## config.mk

```make
export PLATFORM = sky130hd
export DESIGN_NAME = serial_byte_master_port
export DESIGN_NICKNAME = d
export VERILOG_FILES = /design/src/serial_byte_master_pkg.sv /design/src/serial_half_period_timer.sv /design/src/serial_byte_master_port.sv
export SDC_FILE = /design/constraint.sdc
export NUM_CORES = 1
export LEC_CHECK = 0
export ABC_CLOCK_PERIOD_IN_PS = 3700
export BUFFER_PORTS_ARGS = -buffer_cell sky130_fd_sc_hd__buf_4
export CAP_MARGIN = 20
export CORE_UTILIZATION = 35
export DETAILED_ROUTE_END_ITERATION = 10
export HOLD_SLACK_MARGIN = 0.05
export REMOVE_ABC_BUFFERS = 1
export SLEW_MARGIN = 20
export SYNTH_ARGS = -nofsm -noshare
export SYNTH_HDL_FRONTEND = slang
export SYNTH_SLANG_ARGS = --single-unit
```

## constraint.sdc

```tcl
create_clock -name i_clk_sys -period 3.7 [get_ports i_clk_sys]
set_clock_uncertainty 0.2 [all_clocks]
set_input_delay 0.74 -clock i_clk_sys [delete_from_list [all_inputs] [get_ports i_clk_sys]]
set_output_delay 0.74 -clock i_clk_sys [all_outputs]
set_load 0.05 [all_outputs]
```

## src/serial_byte_master_pkg.sv

```systemverilog
// Constants shared by the serial byte master port: register offsets, field positions,
// reset values, command enable bit positions and serial clock timing.
// Assumes a byte-wide register port decoding a 12-bit offset.
package serial_byte_master_pkg;

    // Register offsets.
    localparam logic [11:0] OFS_CONTROL  = 12'h0cd0;
    localparam logic [11:0] OFS_TRANSMIT = 12'h0cd1;
    localparam logic [11:0] OFS_COMMAND  = 12'h0cd2;
    localparam logic [11:0] OFS_STATUS   = 12'h0cd3;
    localparam logic [11:0] OFS_RECEIVE  = 12'h0cd4;

    // Control register field positions.
    localparam int CTL_DONE_IRQ_ENABLE  = 0;
    localparam int CTL_PHASE_INVERT     = 1;
    localparam int CTL_CLOCK_IDLE_LOW   = 2;
    localparam int CTL_MSB_FIRST        = 3;
    localparam int CTL_RATE_LSB         = 4;
    localparam int RATE_W               = 3;

    // Status register field positions.
    localparam int STA_BUSY             = 0;
    localparam int STA_DONE             = 1;

    // Command register field positions: transmit and receive enables.
    localparam int CMD_TRANSMIT         = 0;
    localparam int CMD_RECEIVE          = 1;

    // Reset values.
    localparam logic [7:0] REG_RESET    = 8'h00;
    localparam logic       SCLK_RESET   = 1'b1;

    // Serial clock timing: fastest serial rate and system rate in kHz.
    localparam int SYS_CLK_KHZ          = 200000;
    localparam int SCLK_FAST_KHZ        = 8000;
    localparam int HALF_BASE_CYCLES     = SYS_CLK_KHZ / (2 * SCLK_FAST_KHZ);

    // Edge numbering within one byte.
    localparam logic [4:0] EDGE_LAST    = 5'h10;
    localparam logic [4:0] EDGE_LAST_TX_INV = 5'h0e;

    typedef enum logic [1:0] {
        ST_IDLE  = 2'b01,
        ST_SHIFT = 2'b10
    } xfer_state_t;

endpackage

```

## src/serial_half_period_timer.sv

```systemverilog
// Half-period tick generator for the serial clock.
// Assumes i_run is held high for the whole byte and dropped between bytes.
`timescale 1ns/1ps
`default_nettype none

module serial_half_period_timer #(
    parameter int DIV_W = 11
) (
    input  wire logic                                  i_clk_sys, // System clock.
    input  wire logic                                  i_rst,     // Synchronous reset.
    input  wire logic                                  i_ce,      // Clock enable.
    input  wire logic                                  i_run,     // Count while high.
    input  wire logic [serial_byte_master_pkg::RATE_W-1:0] i_sel, // Rate select.
    output logic                                       o_tick     // Half-period pulse.
);
    import serial_byte_master_pkg::*;

    logic [DIV_W-1:0] cnt_q;
    logic [DIV_W-1:0] half_len;

    // The slowest rate must fit in the counter.
    if ((HALF_BASE_CYCLES << ((1 << RATE_W) - 1)) >= (1 << DIV_W)) begin : g_chk
        $error("serial_half_period_timer: DIV_W too small");
    end

    // [RL6] divide system clock
    assign half_len = DIV_W'(HALF_BASE_CYCLES) << i_sel;
    assign o_tick   = i_run && (cnt_q == half_len - DIV_W'(1));

    // Counter restarts from zero whenever the byte is not running.
    always_ff @(posedge i_clk_sys) begin
        if (i_rst) begin
            cnt_q <= '0;
        end else if (i_ce) begin
            if (!i_run || o_tick) begin
                cnt_q <= '0;
            end else begin
                cnt_q <= cnt_q + DIV_W'(1);
            end
        end
    end

endmodule

`default_nettype wire

```

## src/serial_byte_master_port.sv

```systemverilog
// Master-only serial port shifting one byte per command, with five byte registers.
// Assumes inputs synchronous to i_clk_sys; peripheral enables are driven elsewhere.
`timescale 1ns/1ps
`default_nettype none

// Operation
// [RL1] All three selects at 1 give inverted phase, low idle, high bit first.
// [RL2] Selects 0,0 with high bit first give high idle, normal phase framing.
// [RL3] Software emulates nibble reads with full-duplex and ignoring four bits.
// [RL4] Normal phase completes half a serial period after the last sample edge.
// [RL5] One byte per command, at least one idle system cycle between bytes.
// [RL6] Serial clock is the system clock divided by the rate select field.
// [RL7] Interrupt request only while done interrupt enable is 1.
// [RL8] Completion clears busy, sets done, raises enabled interrupt.
// [RL9] Status updates half period after last receive or full after last transmit.
// [RL10] Writing 1 clears done flag; writing 0 leaves it.
// [RL11] Busy sets as soon as the command register is written.
// [RL12] Software avoids writing transmit, control, command while busy.
// [RL13] Software loads the transmit byte before the command.
// [RL14] Software reads the receive byte only after completion.
// [RL15] Reset clears every register; port idles without clock until a command.
// [RL16] Peripheral enables come from software general pins, not this port.
// [RL17] Clock idles high when idle-low select is 0, low when 1.
// [RL18] Normal phase drives odd, samples even; inverted samples odd, drives early.
// [RL19] High bit first select orders both directions; otherwise low bit first.
// [RL20] Always master, eight serial clock cycles, transmit, receive or both; a command with both enables at 0 also runs a clocks-only byte.
// [RL21] Data out released when not transmitting; receive byte ready when busy clears.
module serial_byte_master_port #(
    parameter int DIV_W = 11
) (
    input  wire logic        i_clk_sys,  // System clock, 200 MHz.
    input  wire logic        i_rst,      // Synchronous reset, active high.
    input  wire logic        i_ce,       // Clock enable, freezes all state when low.
    input  wire logic [11:0] i_addr,     // Register offset.
    input  wire logic        i_wr,       // Write strobe.
    input  wire logic        i_rd,       // Read strobe.
    input  wire logic [7:0]  i_wdata,    // Write data.
    output logic      [7:0]  o_rdata,    // Read data, registered.
    output logic             o_irq,      // Done interrupt request.
    output logic             o_sclk,     // Serial clock out.
    output logic             o_sdo,      // Serial data out.
    output logic             o_sdo_oe,   // Serial data out enable.
    input  wire logic        i_sdi       // Serial data in.
);
    import serial_byte_master_pkg::*;

    xfer_state_t state_q;
    logic [7:0]  ctrl_q;
    logic [7:0]  txreg_q;
    logic [7:0]  cmd_q;
    logic [7:0]  rxreg_q;
    logic        busy_q;
    logic        done_q;
    logic [7:0]  txsh_q;
    logic [7:0]  rxsh_q;
    logic [4:0]  edge_q;
    logic        sclk_q;
    logic        sdo_q;
    logic        tick;
    logic [4:0]  edge_n;
    logic        inv_phase;
    logic        msb_first;
    logic        idle_level;
    logic        cmd_wr;
    logic        drive_ev;
    logic        sample_ev;
    logic        finish;
    logic        next_bit;

    //////////////////////////////////////////////////////////////////////////////////////
    // Decode.

    // [RL1] [RL2] framing select bits
    assign inv_phase  = ctrl_q[CTL_PHASE_INVERT];
    assign msb_first  = ctrl_q[CTL_MSB_FIRST];
    // [RL17] idle level select
    assign idle_level = ~ctrl_q[CTL_CLOCK_IDLE_LOW];
    // Commands written while busy are dropped so a command write never corrupts a running byte.
    assign cmd_wr     = i_wr && (i_addr == OFS_COMMAND) && !busy_q;
    assign edge_n     = edge_q + 5'h01;

    // [RL18] drive and sample edges
    always_comb begin
        drive_ev  = 1'b0;
        sample_ev = 1'b0;
        if (tick && state_q == ST_SHIFT && edge_q < EDGE_LAST) begin
            if (inv_phase) begin
                drive_ev  = !edge_n[0] && (edge_n <= EDGE_LAST_TX_INV);
                sample_ev = edge_n[0];
            end else begin
                drive_ev  = edge_n[0];
                sample_ev = !edge_n[0];
            end
        end
    end

    // [RL4] half period after last sample
    // [RL9] status update instant
    assign finish = tick && state_q == ST_SHIFT &&
                    (inv_phase ? (edge_n == EDGE_LAST) : (edge_q == EDGE_LAST));

    // [RL19] bit order selection
    assign next_bit = msb_first ? txsh_q[7] : txsh_q[0];

    //////////////////////////////////////////////////////////////////////////////////////
    // Timer.

    serial_half_period_timer #(
        .DIV_W (DIV_W)
    ) u_timer (
        .i_clk_sys (i_clk_sys),
        .i_rst     (i_rst),
        .i_ce      (i_ce),
        .i_run     (state_q == ST_SHIFT),
        .i_sel     (ctrl_q[CTL_RATE_LSB +: RATE_W]),
        .o_tick    (tick)
    );

    //////////////////////////////////////////////////////////////////////////////////////
    // Registers written by software.

    // [RL15] registers clear on reset
    always_ff @(posedge i_clk_sys) begin
        if (i_rst) begin
            ctrl_q  <= REG_RESET;
            txreg_q <= REG_RESET;
            cmd_q   <= REG_RESET;
        end else if (i_ce && i_wr) begin
            if (i_addr == OFS_CONTROL) begin
                ctrl_q <= i_wdata;
            end
            if (i_addr == OFS_TRANSMIT) begin
                txreg_q <= i_wdata;
            end
            if (cmd_wr) begin
                cmd_q <= i_wdata;
            end
        end
    end

    // [RL11] busy on command write
    // [RL8] busy clears on completion
    always_ff @(posedge i_clk_sys) begin
        if (i_rst) begin
            busy_q <= 1'b0;
        end else if (i_ce) begin
            if (cmd_wr) begin
                busy_q <= 1'b1;
            end else if (finish) begin
                busy_q <= 1'b0;
            end
        end
    end

    // [RL10] write one clears done
    // A completion in the same cycle as the clear keeps the flag set.
    always_ff @(posedge i_clk_sys) begin
        if (i_rst) begin
            done_q <= 1'b0;
        end else if (i_ce) begin
            if (finish) begin
                done_q <= 1'b1;
            end else if (i_wr && i_addr == OFS_STATUS && i_wdata[STA_DONE]) begin
                done_q <= 1'b0;
            end
        end
    end

    // [RL7] gated interrupt request
    assign o_irq = done_q && ctrl_q[CTL_DONE_IRQ_ENABLE];

    // Registered read data; unmapped offsets read as zero.
    always_ff @(posedge i_clk_sys) begin
        if (i_rst) begin
            o_rdata <= REG_RESET;
        end else if (i_ce && i_rd) begin
            unique case (i_addr)
                OFS_CONTROL:  o_rdata <= ctrl_q;
                OFS_TRANSMIT: o_rdata <= txreg_q;
                OFS_COMMAND:  o_rdata <= cmd_q;
                OFS_STATUS:   o_rdata <= {6'h00, done_q, busy_q};
                OFS_RECEIVE:  o_rdata <= rxreg_q;
                default:      o_rdata <= 8'h00;
            endcase
        end
    end

    //////////////////////////////////////////////////////////////////////////////////////
    // Byte sequencer.

    // [RL20] eight clock cycles per command
    // [RL5] one byte per command
    always_ff @(posedge i_clk_sys) begin
        if (i_rst) begin
            state_q <= ST_IDLE;
            edge_q  <= 5'h00;
        end else if (i_ce) begin
            unique case (state_q)
                ST_IDLE: begin
                    edge_q <= 5'h00;
                    if (cmd_wr) begin
                        state_q <= ST_SHIFT;
                    end
                end
                ST_SHIFT: begin
                    if (finish) begin
                        state_q <= ST_IDLE;
                    end else if (tick) begin
                        edge_q <= edge_n;
                    end
                end
            endcase
        end
    end

    // Serial clock toggles on edges 1 to 16 and so ends each byte at its idle level.
    // [RL17] clock idle and pulse
    always_ff @(posedge i_clk_sys) begin
        if (i_rst) begin
            sclk_q <= SCLK_RESET;
        end else if (i_ce) begin
            if (state_q != ST_SHIFT) begin
                sclk_q <= idle_level;
            end else if (tick && edge_q < EDGE_LAST) begin
                sclk_q <= ~sclk_q;
            end
        end
    end

    // Transmit shifter; inverted phase puts the first bit out at the command write.
    // [RL18] early first bit
    // [RL19] transmit order
    always_ff @(posedge i_clk_sys) begin
        if (i_rst) begin
            txsh_q <= REG_RESET;
            sdo_q  <= 1'b0;
        end else if (i_ce) begin
            if (cmd_wr) begin
                if (inv_phase) begin
                    sdo_q  <= msb_first ? txreg_q[7] : txreg_q[0];
                    txsh_q <= msb_first ? {txreg_q[6:0], 1'b0} : {1'b0, txreg_q[7:1]};
                end else begin
                    txsh_q <= txreg_q;
                end
            end else if (drive_ev) begin
                sdo_q  <= next_bit;
                txsh_q <= msb_first ? {txsh_q[6:0], 1'b0} : {1'b0, txsh_q[7:1]};
            end
        end
    end

    // Receive shifter and receive register.
    // [RL19] receive order
    // [RL21] receive byte by busy clear
    always_ff @(posedge i_clk_sys) begin
        if (i_rst) begin
            rxsh_q  <= REG_RESET;
            rxreg_q <= REG_RESET;
        end else if (i_ce) begin
            if (sample_ev) begin
                rxsh_q <= msb_first ? {rxsh_q[6:0], i_sdi} : {i_sdi, rxsh_q[7:1]};
            end
            if (finish && cmd_q[CMD_RECEIVE]) begin
                rxreg_q <= rxsh_q;
            end
        end
    end

    // [RL21] release data out
    assign o_sdo_oe = busy_q && cmd_q[CMD_TRANSMIT];
    assign o_sdo    = sdo_q;
    assign o_sclk   = sclk_q;

endmodule

`default_nettype wire

```

After elaboration in Yosys (flattened, before gate mapping)
Index checks and enable logic that the tools add are counted.
Operators by class
  $add $sub $neg: 3
  magnitude comparators: 2
  equality and inequality tests: 16
  shifts and indexed selects: 1
  multiplexer cells: 30
  bitwise gates (word level): 2
  reductions and logical operators: 35
Operators by type and width (count)
  $eq 12x12->1 const B: 5
  $mux 8: 6
  $pmux 8 s5: 1
  $reduce_and 2->1: 9
  $mux 1: 16
  $logic_and 1x1->1: 15
  $ne 2x2->1 const B: 6
  $add 11x1->11 const B: 1
  $eq 11x11->1: 1
  $mux 11: 1
  $shl 4x3->11 const A: 1
  $sub 11x1->11 const B: 1
  $eq 5x5->1 const B: 2
  $mux 5: 2
  $pmux 5 s2: 1
  $reduce_and 3->1: 3
  $reduce_bool 2->1: 4
  $add 5x1->5 const B: 1
  $le 5x4->1 const B: 1
  $lt 5x5->1 const B: 1
  $mux 2: 2
  $pmux 2 s2: 1
  $logic_not 1->1: 3
  $eq 2x1->1 const B: 1
  3 further kinds: 4
Word-level totals
  bits in registers: 78
  bits of input ports: 26
  output and inout bits: 12
  logic and storage cells: 103

Longest topological paths before layout
  depth after elaboration: 9
  mapped depth: 14
  mapped depth without buffers: 10

By module
From an unflattened synthesis, not the netlist that was laid out.
Unflattened totals
  cells, all modules: 521
  area, all modules: 4596.9 um^2
Modules (own cells, without submodules)
  serial_byte_master_port: times used 1, cells each 404, area each 3713.6 um^2, sequential area each 1341.3 um^2
  serial_half_period_timer: times used 1, cells each 117, area each 883.3 um^2, sequential area each 220.2 um^2

Least setup slack after synthesis
Ideal clock, no wire load.
  kind: flip-flop to flip-flop
  start: reg ctrl_q[5]
  end: reg rxsh_q[0]
  setup time: 121 ps
  arrival: 2602 ps
  required time: 3379 ps
  setup slack: 777 ps
  stages on the path, launching flop included: 13
  path buffers: 2
  clock period less this slack: 2923 ps
  cell sequence: dfxtp_1 -> buf_2 -> inv_1 -> ha_1 -> buf_2 -> nand2_1 -> ha_1 -> xor2_1 -> o211ai_1 -> nor4_4 -> nand3_1 -> nor3_4 -> mux2_2
Between the ends
  longest elaborated chain between the ends: 8
Ends and longest elaborated chain
  from (decl): RTL line serial_byte_master_port.sv:48  | logic [7:0] ctrl_q;
  from (signal assigned): RTL line serial_byte_master_port.sv:130  | ctrl_q <= i_wdata;
  $shl 4x3->11: RTL line serial_half_period_timer.sv:27  | assign half_len = DIV_W'(HALF_BASE_CYCLES) << i_sel;
  $sub 11x1->11: RTL line serial_half_period_timer.sv:28  | assign o_tick = i_run && (cnt_q == half_len - DIV_W'(1));
  $eq 11x11->1: RTL line serial_half_period_timer.sv:28
  $logic_and 1x1->1: RTL line serial_half_period_timer.sv:28
  $logic_and 1x1->1 (2 in series): RTL line serial_byte_master_port.sv:86  | if (tick && state_q == ST_SHIFT && edge_q < EDGE_LAST) begin
  $mux 1: RTL line serial_byte_master_port.sv:86
  $reduce_and 2->1 (no source line)
  to (signal assigned): RTL line serial_byte_master_port.sv:261  | rxsh_q <= msb_first ? {rxsh_q[6:0], i_sdi} : {i_sdi, rxsh_q[7:1]};
  to (decl): RTL line serial_byte_master_port.sv:55  | logic [7:0] rxsh_q;
No other way between the ends.
A chain may end at the register's enable or synchronous reset.

Final worst setup path
  start: reg ctrl_q[5]
  end: reg rxsh_q[4]
The elaborated chain is that of the path after synthesis.

==> flow_summary.toml <==
[timing]
setup_violations = 0
period_needed_ns = 3.31
fin_setup_tns_ns = 0
worst_pin_slew_ns = 1.00
rsz0062_at_grt = "false"
max_freq_mhz = 302
hold_viol_final = 0
timing.hold.ws_ns = 0.255
maxSlewViolCount = 0
timing.slew.headroom_pct = 33.0
period_share_pct = 89.5
setup_ws_ns = 0.388

[pwr]
combPwrFrac_pct = 4.3
p_int_mw = 1.47
p_seq_share_pct = 44.9
p_total_mw = 1.87
p_clk_share_pct = 50.8
p_leak_nw = 1.93
power_density_nw_per_um2 = 341
p_sw_share_pct = 21.5
p_sw_mw = 0.403
peakVddDrop_v = 0.000222

[final_layout]
fin_nets = 656
area_growth_pct = 14.1
final-seq-area_um2 = 1560
multi_input_area_um2 = 3000
final_common_cell = "nand2_1"
final_cells = 801
diodes = 0
layout_common_cells = "nand2_1, dfxtp_1, a21oi_1"
layout-drive-gt1-share_pct = 15.7
fillers = 1357

[worst_setup_path]
critPathBufInv = 1
critPathSlowestCell = "nor3_4"
cp-end-kind = "flip-flop"
critPathMaxStageDelay_ns = 0.46
start_kind = "flip-flop"
critPathTopFamily = "simple AND/OR/NAND/NOR gates"
r2r_start = "ctrl_q[5]"
worstPathMaxFanout = 11
cp_common_cell = "ha_1"
crit_chain = "inv_1 > ha_1 > nand2_1 > ha_1 > xor2_1 > o211ai_1 > nor4_4 > nand3_1 > nor3_4 > mux2_2"
critical_path_required_ns = 3.72
crit_type = "flip-flop to flip-flop"
cp.arrival_ns = 3.34
crit_start = "ctrl_q[5]"

[floorplan]
die_h_um = 119
design.core.area_um2 = 13300
die_w_um = 119
rows = 42
start_util_pct = 36.1
ios = 38
fp.dieArea_um2 = 14200

[logic_synthesis]
syn-instance-count = 608
ys_ff_latch = 78
ys.warnings.count = 0
ys_seq_area_share_pct = 32.4
avgSynthCellArea_um2 = 7.92
netlist_area_um2 = 4820
synth_cell_type_count = 68
async_reset_ff_share_pct = 0
synth_ff_type = "dfxtp_1"
synth-edff-count = 0

[clock_network]
cts_tree = "yes"
cts-root-buf = "clkbuf_16"
post_cts_buffers = 0
clock_sinks = 78
clockBufferDepth = 2
htree_levels = 3
path_clk_slew_ns = 0.06
ctsHoldBuffers = 0
insertion_delay_ns = 0.34
cts_resized = 0
cts_made_buffers = 9

[route]
vias = 4661
drc = 0
dr.pass1.iters = 5
wl_per_cell_um = 17.4
wl_mm = 13.9
ant_nets = 0
drt_iter0_markers = 407
avgViaCountPerCell = 5.82

[grt]
grt_pass1_vias = 4337
overflow = 0
grt_antenna_before_repair = 0
grt_pass1_wl_mm = 22.5
grt_max_degree = 40
grt.total_usage_pct = 19.9

[placement]
dp.cells = 787
place_hpwl_mm = 9.92
io_buffer_count = 37
gp_congestion = 0.832
dp_worst_setup_slack_ns = 0.418

[min_path]
hp-start = "cmd_q[2]"
hold_path_class = "flip-flop to flip-flop"

[run_status]
status = "finished, final reports clean"

[flow_run]
maxCapViolCount = 0
[power groups by stage]
stage / registers (mW) / clock network (mW) / logic [mW]
detailed placement: 0.860 / 0 / 0.0807
global route: 0.841 / 0.994 / 0.0860
global placement: 0.860 / 0 / 0.0798
floorplan: 0.864 / 0 / 0.0182
finish: 0.842 / 0.951 / 0.0808
CTS: 0.842 / 0.972 / 0.0807
[synthesized netlist by cell type, types with 3 or more instances]
cell type / instances / area (µm²)
mux2_2: 18 / 203
inv_1: 11 / 41.3
a222oi_1: 4 / 40.0
a211oi_1: 3 / 22.5
a22oi_1: 4 / 30.0
mux2i_1: 23 / 230
nand4_1: 20 / 125
nor2_1: 36 / 135
buf_6: 3 / 33.8
ha_1: 8 / 100
o31ai_1: 12 / 90.1
and2_1: 5 / 31.3
and3_1: 17 / 106
clkbuf_1: 26 / 97.6
xnor2_1: 7 / 61.3
nor2b_1: 12 / 75.1
nand3_1: 30 / 150
o211ai_1: 4 / 30.0
nor4_1: 3 / 18.8
nand2b_1: 7 / 43.8
buf_2: 9 / 45.0
a31oi_1: 7 / 43.8
xor2_1: 10 / 87.6
a21oi_1: 62 / 310
buf_1: 4 / 15.0
o21ai_0: 24 / 120
dfxtp_1: 78 / 1560
nor3_1: 26 / 130
nand2_1: 81 / 304
[path summary, 6_finish.rpt]
check	to	slack, ns	cells past startpoint
min	cmd_q[2]	0.25	2
max	rxsh_q[4]	0.39	10
max reg2reg	rxsh_q[4]	0.39	10
min reg2reg	cmd_q[2]	0.25	2
[logic make-up after synthesis]
logic type      Yosys count  synth area share [%]
compound gates          140                  18.3
xor+xnor                 17                  3.09
fa+ha+maj                 8                  2.08
buf+inv                  57                  5.32
flops                    78                  32.4
mux                      42                  9.22
simple gates            266                  29.6
[sequential cells by signal, indices dropped and copies added, names as in the netlist]
register       count
ctrl_q             8
rxreg_q            8
done_q             1
edge_q             5
o_sclk             1
o_sdo              1
txsh_q             8
u_timer.cnt_q     11
rxsh_q             8
state_q            2
busy_q             1
o_rdata            8
cmd_q              8
txreg_q            8
[per-stage QoR]
stage / instance area, µm² / util [%]
floorplan: 4610 / -
global placement: 5190 / 38.9
detailed placement: 5190 / 38.9
CTS: 5500 / 41.2
global route: 5500 / 41.2
finish: 5500 / 41.2
[metal layers]
metal	GRT usage, %	vias up	share of wire [%]
met5	0	-	0
met4	8.28	0	2.8
met3	2.25	26	4.8
met2	32.3	142	46
met1	26.9	2249	46
li1	-	2244	-
[worst reg2reg max path, cell delays in order (launching register included)]
cell and delay [ns]:
dfxtp_1 0.40, inv_1 0.10, ha_1 0.37, nand2_1 0.10, ha_1 0.32, xor2_1 0.16, o211ai_1 0.15, nor4_4 0.36
nand3_1 0.20, nor3_4 0.46, mux2_2 0.40
[area by class of cell]
| type | count | share of cell area [%] |
|---|---|---|
| multi-input cells | 473 | 54.6 |
| flip-flops and latches | 78 | 28.4 |
| repair buffers | 48 | 6.55 |
| clock buffers | 10 | 4.35 |
| well taps | 176 | 4.01 |
| clock inverters | 4 | 1.32 |
| inverters | 12 | 0.819 |
No activity file was read; power rests on OpenSTA's default activity.
